[src/touch_status_consts.svh]
// constants for the controller status register block
// assumes inclusion by touch_status_pkg.sv and touch_status_register.sv
`ifndef TOUCH_STATUS_CONSTS_SVH
`define TOUCH_STATUS_CONSTS_SVH

`define STATUS_REG_ADDR    4'h8
`define STATUS_RESET_VALUE 16'h0004
`define FLAG_X_BIT         15
`define FLAG_Y_BIT         14
`define FLAG_Z1_BIT        13
`define FLAG_Z2_BIT        12
`define FLAG_AUX_BIT       11
`define RESET_HIST_BIT     7
`define BIAS_OFF_BIT       2
`define NUM_RESULT_FLAGS   5

`endif

[src/touch_status_pkg.sv]
// types for the controller status register block
// assumes touch_status_consts.svh is on the include path
`include "touch_status_consts.svh"
package touch_status_pkg;
  // one bit per result type: x, y, z1, z2, aux (msb first)
  typedef struct packed {
    logic x;
    logic y;
    logic z1;
    logic z2;
    logic aux;
  } result_flags_s;

  // register read port
  typedef struct packed {
    logic       rd;
    logic [3:0] addr;
  } reg_read_s;

  // bias supply states
  typedef enum logic [1:0] {
    BIAS_OFF = 2'b01,
    BIAS_ON  = 2'b10
  } bias_state_e;
endpackage

[src/touch_status_register.sv]
// controller status register of the resistive touch controller
// assumes all inputs come from logic on mclk; serial bus decoded upstream
//
// Functional notes
// - status register sits at address 8h, reset value 0004h
// - storing processed results sets matching flag: x15 y14 z1 13 z2 12 aux11
// - flag stays set until host reads its own matching data register
// - single x or y plate current conversion uses flag 15 or 14 only
// - bit 7 reads 0 after reset until next status poll, then 1
// - bit 2 mirrors bias power-down select of first control byte
// - adc bias always off between complete conversion sets
// - bit 2 takes new setting only at pen touch or converter start
`timescale 1ns/100ps
`default_nettype none
`include "touch_status_consts.svh"

module touch_status_register
(
  // clock and reset
  input  wire logic                           mclk,
  input  wire logic                           sys_rst,
  // software reset from control byte
  input  wire logic                           soft_rst,
  // result storage and host reads of data registers
  input  wire touch_status_pkg::result_flags_s result_store,
  input  wire touch_status_pkg::result_flags_s result_read,
  // host register read and write
  input  wire touch_status_pkg::reg_read_s    host_rd,
  input  wire logic                           host_wr,
  // bias control
  input  wire logic                           bias_power_down_select,
  input  wire logic                           pen_touch,
  input  wire logic                           conv_start,
  input  wire logic                           conv_active,
  input  wire logic                           set_done,
  // outputs
  output logic [15:0]                         rd_data,
  output logic                                bias_on
);

  touch_status_pkg::result_flags_s result_ready_flags;
  touch_status_pkg::bias_state_e   bias_state;
  logic                            reset_seen_n;
  logic                            bias_off_indicator;
  logic                            status_poll;
  logic [15:0]                     status_word;

  assign status_poll = host_rd.rd && (host_rd.addr == `STATUS_REG_ADDR);

  // data-available flags, set wins over clear
  always_ff @(posedge mclk)
  begin
    if (sys_rst || soft_rst)
      result_ready_flags <= '0;
    else
      result_ready_flags <= result_store
        | (result_ready_flags & ~result_read);
  end

  // reset history, cleared by any reset, set by a status poll
  always_ff @(posedge mclk)
  begin
    if (sys_rst || soft_rst)
      reset_seen_n <= 1'b0;
    else if (status_poll)
      reset_seen_n <= 1'b1;
  end

  // power-down status, sampled only at touch or converter start
  always_ff @(posedge mclk)
  begin
    if (sys_rst || soft_rst)
      bias_off_indicator <= 1'b1;
    else if (pen_touch || conv_start)
      bias_off_indicator <= bias_power_down_select;
  end

  // bias supply control
  always_ff @(posedge mclk)
  begin
    if (sys_rst || soft_rst)
      bias_state <= touch_status_pkg::BIAS_OFF;
    else
    begin
      unique case (bias_state)
        touch_status_pkg::BIAS_OFF:
          if (conv_start)
            bias_state <= touch_status_pkg::BIAS_ON;
        touch_status_pkg::BIAS_ON:
          if (set_done)
            bias_state <= touch_status_pkg::BIAS_OFF;
          else if (!conv_active && bias_off_indicator)
            bias_state <= touch_status_pkg::BIAS_OFF;
        default:
          bias_state <= touch_status_pkg::BIAS_OFF;
      endcase
      if (!set_done && !conv_start && conv_active
          && bias_state == touch_status_pkg::BIAS_OFF)
        bias_state <= touch_status_pkg::BIAS_ON;
    end
  end

  always_ff @(posedge mclk)
  begin
    if (sys_rst)
      bias_on <= 1'b0;
    else
      bias_on <= (bias_state == touch_status_pkg::BIAS_ON);
  end

  // status word assembly, reserved bits zero
  always_comb
  begin
    status_word = 16'h0000;
    status_word[`FLAG_X_BIT:`FLAG_AUX_BIT] = result_ready_flags;
    status_word[`RESET_HIST_BIT] = reset_seen_n;
    status_word[`BIAS_OFF_BIT] = bias_off_indicator;
  end

  // read data register; writes never reach it
  always_ff @(posedge mclk)
  begin
    if (sys_rst)
      rd_data <= `STATUS_RESET_VALUE;
    else if (status_poll)
      rd_data <= status_word;
  end
endmodule

`default_nettype wire

[config.mk]
export PLATFORM = sky130hd
export DESIGN_NAME = touch_status_register
export DESIGN_NICKNAME = d
export VERILOG_FILES = /design/src/touch_status_pkg.sv /design/src/touch_status_register.sv
export VERILOG_INCLUDE_DIRS = /design/src
export SDC_FILE = /design/constraint.sdc
export NUM_CORES = 1
export LEC_CHECK = 0
export ABC_CLOCK_PERIOD_IN_PS = 2490
export BUFFER_PORTS_ARGS = -buffer_cell sky130_fd_sc_hd__clkbuf_2
export CAP_MARGIN = 10
export CORE_ASPECT_RATIO = 0.9
export CORE_MARGIN = 5
export CORE_UTILIZATION = 45
export DETAILED_ROUTE_END_ITERATION = 10
export GPL_ROUTABILITY_DRIVEN = 0
export PLACE_DENSITY = 0.88
export SKIP_LAST_GASP = 1
export SLEW_MARGIN = 20
export SYNTH_ARGS = -nofsm -noshare
export SYNTH_HDL_FRONTEND = slang
export SYNTH_SLANG_ARGS = --single-unit
[constraint.sdc]
create_clock -name mclk -period 2.49 [get_ports mclk]
set_input_delay 0.498 -clock mclk [delete_from_list [all_inputs] [get_ports mclk]]
set_output_delay 0.498 -clock mclk [all_outputs]
set_load 0.02 [all_outputs]
; ---- Yosys cells after proc, flatten, opt, wreduce, memory -nomap -nowiden
; Index checks and enable logic that the tools add are counted.
[totals]
rom_bits = 0
mem_bits_rw = 0
memories = 0
latch_bits = 0
output_inout_bits = 17
regBits = 17
word_cells = 34
[classes]
n_mul = 0
n_addsub = 0
n_reduce_logical = 11
mux = 5
magnitude_cmp = 0
eq_ne = 5
shifts = 0
div_mod_pow = 0
bitwise_logic = 3
[ops]
columns = operator, count
row1 = $mux 2, 4
row2 = $and 5x5->5, 1
row3 = $logic_and 1x1->1, 5
row4 = $not 5->5, 1
row5 = $or 5x5->5, 1
row6 = $eq 4x4->1 const B, 1
row7 = $ne 4x4->1 const B, 1
row8 = $pmux 2 s2, 1
row9 = $logic_not 1->1, 3
row10 = $ne 3x2->1 const B, 1
row11 = $eq 2x1->1 const B, 1
row12 = $eq 2x2->1 const B, 1
row13 = $logic_or 1x1->1, 2
row14 = $reduce_and 2->1, 1

; ---- Logic depth before layout (Yosys ltp)
; Gate-level depths: netlist (run 1).
[logic_depth]
ltp_word = 6
ltp_mapped = 3
mapped_depth_nobuf = 3

; ---- Worst setup path before layout (run 1)
; Ideal clock, no wire load.
[synth_path]
path_kind = input to register
from = in host_rd[1] (netlist name)
to = reg rd_data[11]
cell_stages = 2
setup_ns = 0.072
slack_ns = 1.166
t_required_ns = 2.418
arrival_ns = 1.253
cell_sequence = nor4_4 mux2i_1
[synth_via]
elab_chain_len = 2
[synth_lines]
columns = item, line
row1 = start: declaration, touch_status_register.sv:28  ; input wire touch_status_pkg::reg_read_s host_rd,
row2 = $eq 4x4->1 (no source line), -
row3 = $logic_and 1x1->1, touch_status_register.sv:48  ; assign status_poll = host_rd.rd && (host_rd.addr == `STATUS_REG_ADDR);
row4 = end signal: assignment, touch_status_register.sv:124  ; rd_data <= `STATUS_RESET_VALUE;
row5 = end signal: assignment, touch_status_register.sv:126  ; rd_data <= status_word;
row6 = end: declaration, touch_status_register.sv:37  ; output logic [15:0] rd_data,
; No other way between the ends.
; A chain may end at the register's enable or synchronous reset.

; ---- Worst setup path after layout (run 1)
[layout_path]
from = reg rd_data[12]
to = out rd_data[12]
; No word-level cell between the ends.

==> reports/summary.md, run 1 <==
Synthesis inferred 17 register bits. The count of unique library cells instantiated by Yosys is 18, and the post-CTS resize count is 0. Compared with the post-synthesis result, the final layout area differs by 22.2%. In this run the mean area of a mapped cell was 9.08 um^2. The combined buffer and inverter count along the critical path was 1. The synthesized instance count was 82. Capturing element type of the critical path: an output pin. The top cell type's share of synthesized area works out to 0.457. Setup repair after global routing left no endpoint under its margin. The TritonCTS buffer count came out at 3. The data arrival time of the worst path was 800 ps. The worst hold slack after final layout was 413 ps. The run finished with clean final reports.

The final worst-path cycle share came out at 0.522. Minimum clock period: 1300 ps. Of all nets on the critical path, the largest fanout is 2. The worst hold path class is in2reg.

The sequential fraction of the synthesis area was 0.457. The number of cells traversed by the worst register-to-register path works out to 3. Leaving out fill and tap cells, the most frequent cell in the layout is sky130_fd_sc_hd__clkbuf_2. The final layout contains routed wiring with a total length of 1270 um. The worst-case IR drop observed on VDD is 295 uV.

Leaving out fill and tap cells, the most frequent cells in the layout are 30 x sky130_fd_sc_hd__clkbuf_2, 17 x sky130_fd_sc_hd__dfxtp_1, 13 x sky130_fd_sc_hd__nand2b_1. The layout filler cell count came out at 174. The run gives 0 as the antenna diode count.

TritonCTS built the clock tree. After layout, the design draws a total of 0.478 mW. The combined global-route utilization of all metal layers was 0.106. Across the run, the number of max-cap violations was 0. The endpoint required time on the critical path is 1990 ps, and the deepest level of the CTS H-tree is 1. Setup violations remaining at the end of the flow were counted as 0. The routing usage on met1 was 0.106; the number of failing hold endpoints at the final stage was 0.

The logs give 0 for the number of nets still failing antenna checks after routing and 0.0706 for the met3 capacity usage during global routing. Dividing the detail-routed wire length by the instance count gives 9.23 um. On the critical path the largest part of the delay comes from flip-flops.

The fraction of layout instances using a drive strength above 1 was 0.298. The synthesized design spends more area on one cell type than any other, namely sky130_fd_sc_hd__dfxtp_1. The floorplan step defined a core boundary enclosing 1630 um^2. The floorplan step defined a die boundary enclosing 2570 um^2. The cell area after synthesis is 744 um^2, and the number of iterations in the first detailed-routing pass is 3. Buffers inserted to repair hold after CTS numbered 0. The logs give 0 for the DRC violation count after routing and 0 for the final-report max-slew violation count. The post-CTS setup buffer count came out at 0. The signal on the critical path passes through clkbuf_2. The standard cell with the maximum stage delay on the critical path was sky130_fd_sc_hd__dfxtp_1.

The buffer type at the clock tree root is sky130_fd_sc_hd__clkbuf_4. The logs give 17 for the clock sink count and 0 for the warning count from the yosys run. Across the routed clock network, the largest skew measured is 0.674 ps. STA classifies the critical path startpoint as a flop. Summed over all failing endpoints, the final setup total negative slack is 0 ps. The number of antenna violations at the first check in global routing is 0, and the maximum clock insertion buffer count is 2. For the violation count after the first detailed-routing iteration, the log shows 5. The site row count came out at 14. The post-detailed-placement cell area is 883 um^2, and the final instance area is 910 um^2.

For this run, the post-layout net count is 139. The HPWL after detailed placement is 1080 um. The maximum operating frequency is 770 MHz. The met2 track utilization from global routing is 0.186. For the wire length of the first global-routing pass, the log shows 2040 um. Initial core utilization: 0.457. Kind of critical path: reg2out. The number of global-route vias before repair was 539; the largest net degree at the start of global routing was 18.

The power density of the placed cells was 526 nW/um^2. The worst hold path passes through 3 cells. The number of buffer cells added on primary ports came out at 30.

On the worst path, the slowest cell contributes a delay of 350 ps. The leakage power summed over all cells is 0.423 nW, and the actual slew at the worst max-slew pin is 667 ps. The number of vias after detailed routing was 613. Clock latency on the worst-skew pair, taken at its later pin, is 280 ps.

Yosys attributes the largest share of cell area to sky130_fd_sc_hd__dfxtp_1 46%, sky130_fd_sc_hd__nand2b_1 11%, sky130_fd_sc_hd__mux2i_1 9.4%, sky130_fd_sc_hd__buf_4 9.1%, sky130_fd_sc_hd__nor2_1 5.0%. The path length in cells of the critical path was 1; the clock-pin slew on the worst setup and hold paths was 90 ps. 41 I/O pins were placed. The width of the chip was 52.9 um. For the remaining max-slew budget at the tightest pin, the log shows 0.552. The highest-utilization routing layer at the global route stage was met2.

The die height is 48.6 um, and the overflow left after global routing is 0. The via-per-instance ratio works out to 4.44.
-- state kept, by name, indices dropped and copies added (netlist names) --
register,cells
rd_data,7
result_ready_flags,5
reset_seen_n,1
bias_on,1
bias_off_indicator,1
bias_state,2
-- metrics by stage --
| step | cells | utilization | setup WS (ps) |
|---|---|---|---|
| after floorplan | 90 | - | 1170 |
| after CTS | 138 | 0.558 | 1170 |
| final | 138 | 0.558 | 1190 |
| after global routing | 138 | 0.558 | 1120 |
| after detailed placement | 134 | 0.542 | 911 |
| after global placement | 134 | 0.542 | 934 |
-- cells in the mapped netlist --
master,number
sky130_fd_sc_hd__nor2b_1,2
sky130_fd_sc_hd__nor4_4,1
sky130_fd_sc_hd__o21ai_0,2
sky130_fd_sc_hd__o211a_1,1
sky130_fd_sc_hd__nor2_1,10
sky130_fd_sc_hd__a21oi_1,5
sky130_fd_sc_hd__mux2i_1,7
sky130_fd_sc_hd__o21a_1,2
sky130_fd_sc_hd__dfxtp_1,17
sky130_fd_sc_hd__buf_4,9
sky130_fd_sc_hd__nand2b_1,13
sky130_fd_sc_hd__inv_1,6
sky130_fd_sc_hd__nand3_1,1
sky130_fd_sc_hd__clkbuf_1,1
sky130_fd_sc_hd__conb_1,1
sky130_fd_sc_hd__nand2_1,2
sky130_fd_sc_hd__nor3_1,1
sky130_fd_sc_hd__or2_1,1
-- where the power goes --
group	total [mW]	switching, mW	internal [mW]
sequential	0.282	0.00339	0.278
clock	0.139	0.0772	0.0622
combinational	0.0570	0.0320	0.0249
total	0.478	0.113	0.366
-- worst min-delay path: cells and delay by family --
family / cells / cell delay, ps
and+or+nand+nor: 1 / 60
buffers and inverters: 1 / 70
AOI/OAI and AO/OA: 1 / 30
-- path summary, 6_finish.rpt --
kind                         startpoint                          endpoint  slack, ps
max            rd_data[12]$_SDFFE_PP0P_                       rd_data[12]       1190
min                     result_store[0]  result_ready_flags[0]$_SDFF_PP0_        410
max reg2reg  bias_state[0]$_SDFFE_PP1P_        bias_state[0]$_SDFFE_PP1P_       1580
min reg2reg    rd_data[13]$_SDFFE_PP0P_          rd_data[13]$_SDFFE_PP0P_        480
-- cell type report --
cell class,instances,area (um^2),share of cell area
Sequential cell,17,340,0.374
Timing Repair Buffer,30,150,0.165
Multi-Input combinational cell,57,340,0.374
Inverter,6,22.5,0.0248
Clock buffer,4,26.3,0.0289
Tap cell,24,30.0,0.0330
-- per-layer routing --
layer | up-vias | wire length (um)
met2 | 29 | 613
met1 | 273 | 477
met3 | 0 | 183
met5 | - | 0
met4 | 0 | 0
li1 | 311 | -
-- logic make-up (layout without fill, tap and decap cells) --
kind of cell,after synthesis,after routing,synth area share
compound gates,10,10,0.0807
buf+inv,16,40,0.126
flops,17,17,0.457
mux,7,7,0.0941
other cells,1,9,0.00504
simple gates,31,31,0.237
Power figures use the tool's default switching activity.
==> run 2, diff against run 1 <==
--- a/config.mk
+++ b/config.mk
@@ -6,15 +6,15 @@
 export SDC_FILE = /design/constraint.sdc
 export NUM_CORES = 1
 export LEC_CHECK = 0
-export ABC_CLOCK_PERIOD_IN_PS = 2490
+export ABC_CLOCK_PERIOD_IN_PS = 1150
 export BUFFER_PORTS_ARGS = -buffer_cell sky130_fd_sc_hd__clkbuf_2
 export CAP_MARGIN = 10
 export CORE_ASPECT_RATIO = 0.9
 export CORE_MARGIN = 5
-export CORE_UTILIZATION = 45
+export CORE_UTILIZATION = 38
 export DETAILED_ROUTE_END_ITERATION = 10
 export GPL_ROUTABILITY_DRIVEN = 0
-export PLACE_DENSITY = 0.88
+export PLACE_DENSITY = 0.8
 export SKIP_LAST_GASP = 1
 export SLEW_MARGIN = 20
 export SYNTH_ARGS = -nofsm -noshare
==> constraint.sdc (replaced) <==
create_clock -name mclk -period 1.15 [get_ports mclk]
set_input_delay 0.23 -clock mclk [delete_from_list [all_inputs] [get_ports mclk]]
set_output_delay 0.23 -clock mclk [all_outputs]
set_load 0.02 [all_outputs]
==> reports/summary.md, run 2 (synthesis gave the netlist of run 1 again) <==
The flow ran to the end, and the final reports show no timing, DRC or antenna violations. The clock reaches the later pin of the worst-skew pair after 280 ps. The final worst-path cycle share is 0.901. Cell family with the largest share of critical-path delay: flip-flops.

The signal on the critical path passes through clkbuf_2. Setup total negative slack on the finished layout was measured at 0 ps. The most frequent standard cell in the layout excluding fill and tap cells was sky130_fd_sc_hd__clkbuf_2.

Clock tree synthesis selected as its root buffer the cell sky130_fd_sc_hd__clkbuf_4. The largest net degree at the start of global routing was 18; the endpoint required time on the critical path was 920 ps. Of all nets on the critical path, the largest fanout is 2. The number of iterations in the first detailed-routing pass came out at 2.

The flip-flop count of the largest register, all copies and words added is 7, and the deepest level of the CTS H-tree is 1. The number of vias after detailed routing was 601. The minimum clock period is 1040 ps, and the final cell count without fillers is 140.

Leaving out fill and tap cells, the most frequent cells in the layout are 30 x sky130_fd_sc_hd__clkbuf_2, 17 x sky130_fd_sc_hd__dfxtp_1, 13 x sky130_fd_sc_hd__nand2b_1. The logs give 0 for the number of antenna violations at the first check in global routing and 2 for the maximum clock insertion buffer count. The detail route stage leaves a number of antenna-violating nets equal to 0. The area taken by flip-flops and latches is 340 um^2. Measured along the y axis, the die boundary spans 52.0 um. Setup violations remaining at the end of the flow were counted as 0.

The tools report the cell count after placement as 136. The worst setup path is launched from a flop. The critical path's largest stage delay was 350 ps; the violation count after the first detailed-routing iteration was 8. The standard cell with the maximum stage delay on the critical path was sky130_fd_sc_hd__dfxtp_1.

The core region is 1900 um^2. The critical path is of the reg2out type. The worst setup path is captured at an output pin.

Relative to the synthesized area, the layout overhead comes to 23.5%. The mean routed wirelength per cell was 9.36 um; the data arrival time of the worst path was 810 ps. Initial core utilization: 0.393. For the DRC violation count after routing, the log shows 0. Number of failing hold endpoints at the final stage: 0. The final core utilization is 0.485, and the post-CTS setup buffer count is 0.

Dividing the detail-routed via count by the number of cells gives 4.29. Summing all multi-input logic gate instances after layout gives 340 um^2. The die covers 2950 um^2.

The wire length of the first global-routing pass is 2060 um. The number of placed I/O pins came out at 41. The combined global-route utilization of all metal layers is 0.0936, and the hold-fix buffer count after cts is 0. Maximum operating frequency: 965 MHz. For this design, the sink count on the clock tree is 17. Counting flops per register, the top entry is rd_data. The clock skew came out at 3.10 ps. The leakage power summed over all cells was 0.431 nW. Fraction of layout instances using a drive strength above 1: 0.313.

Number of max-capacitance violations reported: 0. For this design the ratio of total power to cell area is 1130 nW/um^2. Number of global-route vias before repair: 516. TritonCTS built the clock tree. Port buffering added 30 buffers. The wire-length estimate of the detail-placed layout is 1110 um. The routed design has 1310 um of wire. Clock-pin slew was measured on the worst setup and hold paths at 100 ps. From left edge to right edge, the die measures 56.7 um. Counting the fill cells in the layout gives 195. The repair_antennas step left the layout with diodes totalling 0.

The largest registers in the layout are rd_data: 7 flops, result_ready_flags: 5 flops, bias_state: 2 flops. The site row count is 15. The logs give 140 for the number of nets in the final layout and 878 uV for the peak supply drop. The combined buffer and inverter count along the critical path is 1, and the post-CTS resize count is 0.

The final-report max-slew violation count was 0. Setup repair after global routing left no endpoint under its margin. For the TritonCTS buffer count, the log shows 3. The overflow left after global routing was 0.

The worst hold path class was in2reg.
[run 2: tightest hold or removal path, cell delays in order]
cell and delay, ps:
sky130_fd_sc_hd__clkbuf_2 70, sky130_fd_sc_hd__a21oi_1 30, sky130_fd_sc_hd__nor2_1 60
[run 2: layout make-up]
class,count,share of cell area
timing repair buffer,31,0.171
multi-input combinational,57,0.370
clock buffer,3,0.0245
inverter,6,0.0245
clock inverter,1,0.00544
sequential,17,0.370
tap,25,0.0340
[run 2: metal layers]
layer | track usage | part of all wire | vias to the layer above
met5 | 0 | 0 | -
met4 | 0.0356 | 0.0069 | 0
met3 | 0.0571 | 0.13 | 2
met2 | 0.163 | 0.49 | 27
met1 | 0.0901 | 0.38 | 260
li1 | - | - | 312
[run 2: stage by stage]
step           power [mW]  hold WS (ps)  worst slack, ps  cell area, um^2
2_1_floorplan       0.721           347             93.6              774
3_3_place_gp        0.745           435             92.8              892
3_5_place_dp        0.751           444             54.2              892
6_report             1.04           144              114              920
5_1_grt              1.10           155             54.0              920
4_1_cts              1.05           144              101              920
[run 2: path summary, 6_finish.rpt]
check	to	depth (start not counted)	slack, ps	startpoint
setup / recovery	rd_data[13]	1	110	rd_data[13]$_SDFFE_PP0P_
hold reg to reg	rd_data[7]$_SDFFE_PP0P_	2	470	reset_seen_n$_SDFFE_PP0P_
hold / removal	result_ready_flags[2]$_SDFF_PP0_	3	140	result_store[2]
setup reg to reg	bias_state[0]$_SDFFE_PP1P_	3	230	bias_state[0]$_SDFFE_PP1P_
[run 2: report_power, final]
part | switching (mW) | total (mW) | internal [mW]
Clock | 0.179 | 0.308 | 0.129
Sequential | 0.00722 | 0.610 | 0.603
Combinational | 0.0707 | 0.125 | 0.0546
==> run 3, diff against run 2 <==
--- a/config.mk
+++ b/config.mk
@@ -6,6 +6,7 @@
 export SDC_FILE = /design/constraint.sdc
 export NUM_CORES = 1
 export LEC_CHECK = 0
+export ABC_AREA = 1
 export ABC_CLOCK_PERIOD_IN_PS = 1150
 export BUFFER_PORTS_ARGS = -buffer_cell sky130_fd_sc_hd__clkbuf_2
 export CAP_MARGIN = 10
@@ -14,7 +15,7 @@
 export CORE_UTILIZATION = 38
 export DETAILED_ROUTE_END_ITERATION = 10
 export GPL_ROUTABILITY_DRIVEN = 0
-export PLACE_DENSITY = 0.8
+export PLACE_DENSITY = 0.79
 export SKIP_LAST_GASP = 1
 export SLEW_MARGIN = 20
 export SYNTH_ARGS = -nofsm -noshare
==> reports/summary.md, run 3 <==
For the final routed database, the setup TNS stands at 0 ps. Walking the worst path, the cells encountered are clkbuf_2. Compound-cell area share of the yosys netlist: 0.0195. At the worst endpoint, the required time is 920 ps. The top cell type's share of synthesized area is 0.442. For this run, the post-layout net count is 167. Final-report max-slew violation count: 0.

The path length in cells of the critical path was 1; the wire length of the first global-routing pass was 2560 um. After synthesis, the cell types taking the most area are sky130_fd_sc_hd__dfxtp_1 44%, sky130_fd_sc_hd__nor2_1 15%, sky130_fd_sc_hd__buf_4 9.8%, sky130_fd_sc_hd__inv_1 7.8%, sky130_fd_sc_hd__nand2_1 6.3%. The violation count after the first detailed-routing iteration was 7; the share of synthesized cell area in and, or, nand and nor gates was 0.353. The clock group share of total power was 0.276. For the half-perimeter wire length after placement, the log shows 1290 um. The number of placed I/O pins was 41; the site row count was 15. The source-to-sink clock delay at the later pin of the worst-skew pair was 280 ps. The number of antenna violations at the first check in global routing is 0, and the number of vias after detailed routing is 710. For the leakage power summed over all cells, the log shows 0.489 nW. After clock tree synthesis, the flow added hold-fix buffers numbering 0. Summing every instance area after synthesis gives 769 um^2. For the number of global-route vias before repair, the log shows 672.

The count of buffers added on input and output ports is 30. Count of cells along the worst hold path: 2. Largest net degree at the start of global routing: 10.

The repair_antennas step left the layout with diodes totalling 0. The number of flops mapped to enable cells by yosys was 0. Dividing the detail-routed wire length by the instance count gives 9.17 um. On the critical path, the stage with the largest delay is an instance of sky130_fd_sc_hd__dfxtp_1. STA classifies the critical path startpoint as a flop. The final worst-path cycle share works out to 0.895. The portion of netlist area occupied by mux cells was 0; the number of iterations in the first detailed-routing pass was 4.

By area, the combinational part of the netlist is dominated by simple AND/OR/NAND/NOR gates. After technology mapping, the gate count stands at 109. In this run, CTS created clock tree buffers numbering 3. The highest fanout seen on the critical path was 2.

The flow ran to the end, and the final reports show no timing, DRC or antenna violations. The flip-flop count of the largest register, all copies and words added is 7. The run gives 0 as the DRC violation count after routing. The deepest level of the CTS H-tree is 1. Summed over all nets, the switching power comes to 0.277 mW. In this run the power density over the cells is 1150 nW/um^2.

Counting distinct cell types in the post-synthesis netlist gives 14. The combined buffer and inverter count along the critical path was 1; the maximum clock insertion buffer count was 2. The logic gate share of total power is 0.153. TritonCTS built the clock tree. Dividing the synthesized area by the synthesized cell count gives 7.06 um^2. The width of the chip came out at 57.4 um. In the layout the commonest cells are 31 x sky130_fd_sc_hd__nor2_1, 30 x sky130_fd_sc_hd__clkbuf_2, 17 x sky130_fd_sc_hd__dfxtp_1. The maximum operating frequency came out at 972 MHz. Broken down by cell family, the worst path's largest delay share belongs to flip-flops.

The floorplan step defined a core boundary enclosing 1910 um^2. The initial core utilization was 0.402. The most frequent standard cell in the layout excluding fill and tap cells was sky130_fd_sc_hd__nor2_1. The clock-pin slew on the worst setup and hold paths is 90 ps.

The tools report the clock sink count as 17. Global routing finished with a remaining overflow of 0. Among all cell types in the netlist, the one instantiated most often is sky130_fd_sc_hd__nor2_1. The number of storage elements in the synthesis netlist was 17.

The number of failing hold endpoints at the final stage is 0. The critical path's largest stage delay was 350 ps. Of all cell types, the one taking the most synthesized area is sky130_fd_sc_hd__dfxtp_1. Across the VDD grid, the largest voltage drop is 844 uV. The fraction of the mapped netlist area in adder cells is 0. Once detail routing completed, the nets flagged for antenna violations numbered 0. The logs give 0.112 for the combined global-route utilization of all metal layers and 1530 um for the detailed-route wire length. The most used flip-flop cell after synthesis is sky130_fd_sc_hd__dfxtp_1.

Setup repair after global routing left no endpoint under its margin. For the number of max-capacitance violations reported, the log shows 0. The proportion of power drawn by flip-flops and latches was 0.571. The minimum clock period is 1030 ps, and the share of flip-flops with an asynchronous set or reset after synthesis is 0. The capturing element type of the critical path is an output pin.

The root buffer cell chosen for the clock tree is sky130_fd_sc_hd__clkbuf_4. The sequential fraction of the synthesis area is 0.442. In this run the worst hold path is classified as in2reg.

Counting flops per register, the top entry is rd_data. The count of endpoints failing setup in the final report came out at 0. The xor and xnor area share after synthesis was 0. The net switching share of the total power works out to 0.257. The worst setup path is of the reg2out kind. The logs give 0.491 for the final core utilization and 0.803 mW for the internal power consumption. The clock arrives with 2.16 ps of skew.

The largest registers in the layout are rd_data: 7 flops, result_ready_flags: 5 flops, bias_state: 2 flops. The run gives 0 as the post-CTS resize count. In this run the register-to-register setup slack is 310 ps.

The fraction of layout instances using a drive strength above 1 came out at 0.268. Counting instances in the post-synthesis netlist gives the leading cell types as 31 x sky130_fd_sc_hd__nor2_1, 17 x sky130_fd_sc_hd__dfxtp_1, 16 x sky130_fd_sc_hd__inv_1, 13 x sky130_fd_sc_hd__nand2_1, 10 x sky130_fd_sc_hd__buf_4. The die height is 52.7 um, and the data arrival time of the worst path is 800 ps.

The tools report the post-CTS setup buffer count as 0. The layout filler cell count is 209, and the area of the die is 3030 um^2. The via-per-instance ratio works out to 4.25.

For the worst flop-to-flop path, the logic depth is 5. For this run, the number of Yosys warnings is 0. Compared with the post-synthesis result, the final layout area differs by 22.1%.
-- run 3: changes by cell type after synthesis, sizes merged, moves of 7 or more --
cell	change
nor2	+24
mux2i	-7
nand2b	-13
inv	+11
nand2	+11
-- run 3: power groups by stage --
stage	Clock (mW)	Combinational, mW	Sequential [mW]
after detailed placement	0	0.165	0.631
final	0.298	0.166	0.617
after floorplan	0	0.122	0.636
after global placement	0	0.160	0.630
after global routing	0.337	0.188	0.620
after CTS	0.312	0.166	0.617
-- run 3: final timing paths --
check                                                start                          to
worst max-delay path               rd_data[2]$_SDFFE_PP1P_                  rd_data[2]
worst min-delay path                               sys_rst          bias_on$_SDFF_PP0_
worst max register to register  bias_state[0]$_SDFFE_PP1P_  bias_state[1]$_SDFFE_PP0P_
worst min register to register  bias_state[0]$_SDFFE_PP1P_          bias_on$_SDFF_PP0_
-- run 3: stage by stage --
step	setup slack, ps	cells	cell area, um^2	power (mW)	hold slack, ps
2_1_floorplan	347	117	800	0.758	307
3_3_place_gp	185	163	913	0.790	430
3_5_place_dp	160	163	913	0.796	433
4_1_cts	99.7	167	940	1.09	125
5_1_grt	59.6	167	940	1.14	121
6_report	121	167	940	1.08	140
-- run 3: metal layers --
metal  routed length, um  GRT usage  vias to the layer above
li1                    -          -                      380
met1                 616      0.109                      300
met2                 732      0.186                       28
met3                 153     0.0591                        2
met4                  28     0.0695                        0
met5                   0          0                        -
-- run 3: cell families (layout without fill, tap and decap cells) --
kind of cell	after synthesis	in the layout
compound gates	3	3
flops	17	17
simple gates	61	61
other cells	1	9
buf+inv	27	52
-- run 3: area by class of cell --
cell class / count / area (um^2) / share of cell area
Multi-Input combinational cell: 73 / 320 / 0.341
Inverter: 17 / 63.8 / 0.0679
Sequential cell: 17 / 340 / 0.362
Tap cell: 25 / 31.3 / 0.0333
Timing Repair Buffer: 31 / 158 / 0.168
Clock buffer: 4 / 26.3 / 0.0280
-- run 3: worst register-to-register path, stage by stage, from the launching register on --
cell,delay [ps]
sky130_fd_sc_hd__dfxtp_1,360
sky130_fd_sc_hd__inv_1,50
sky130_fd_sc_hd__nor2_1,120
sky130_fd_sc_hd__nand3_1,100
sky130_fd_sc_hd__nand2_1,70
sky130_fd_sc_hd__a21oi_1,40
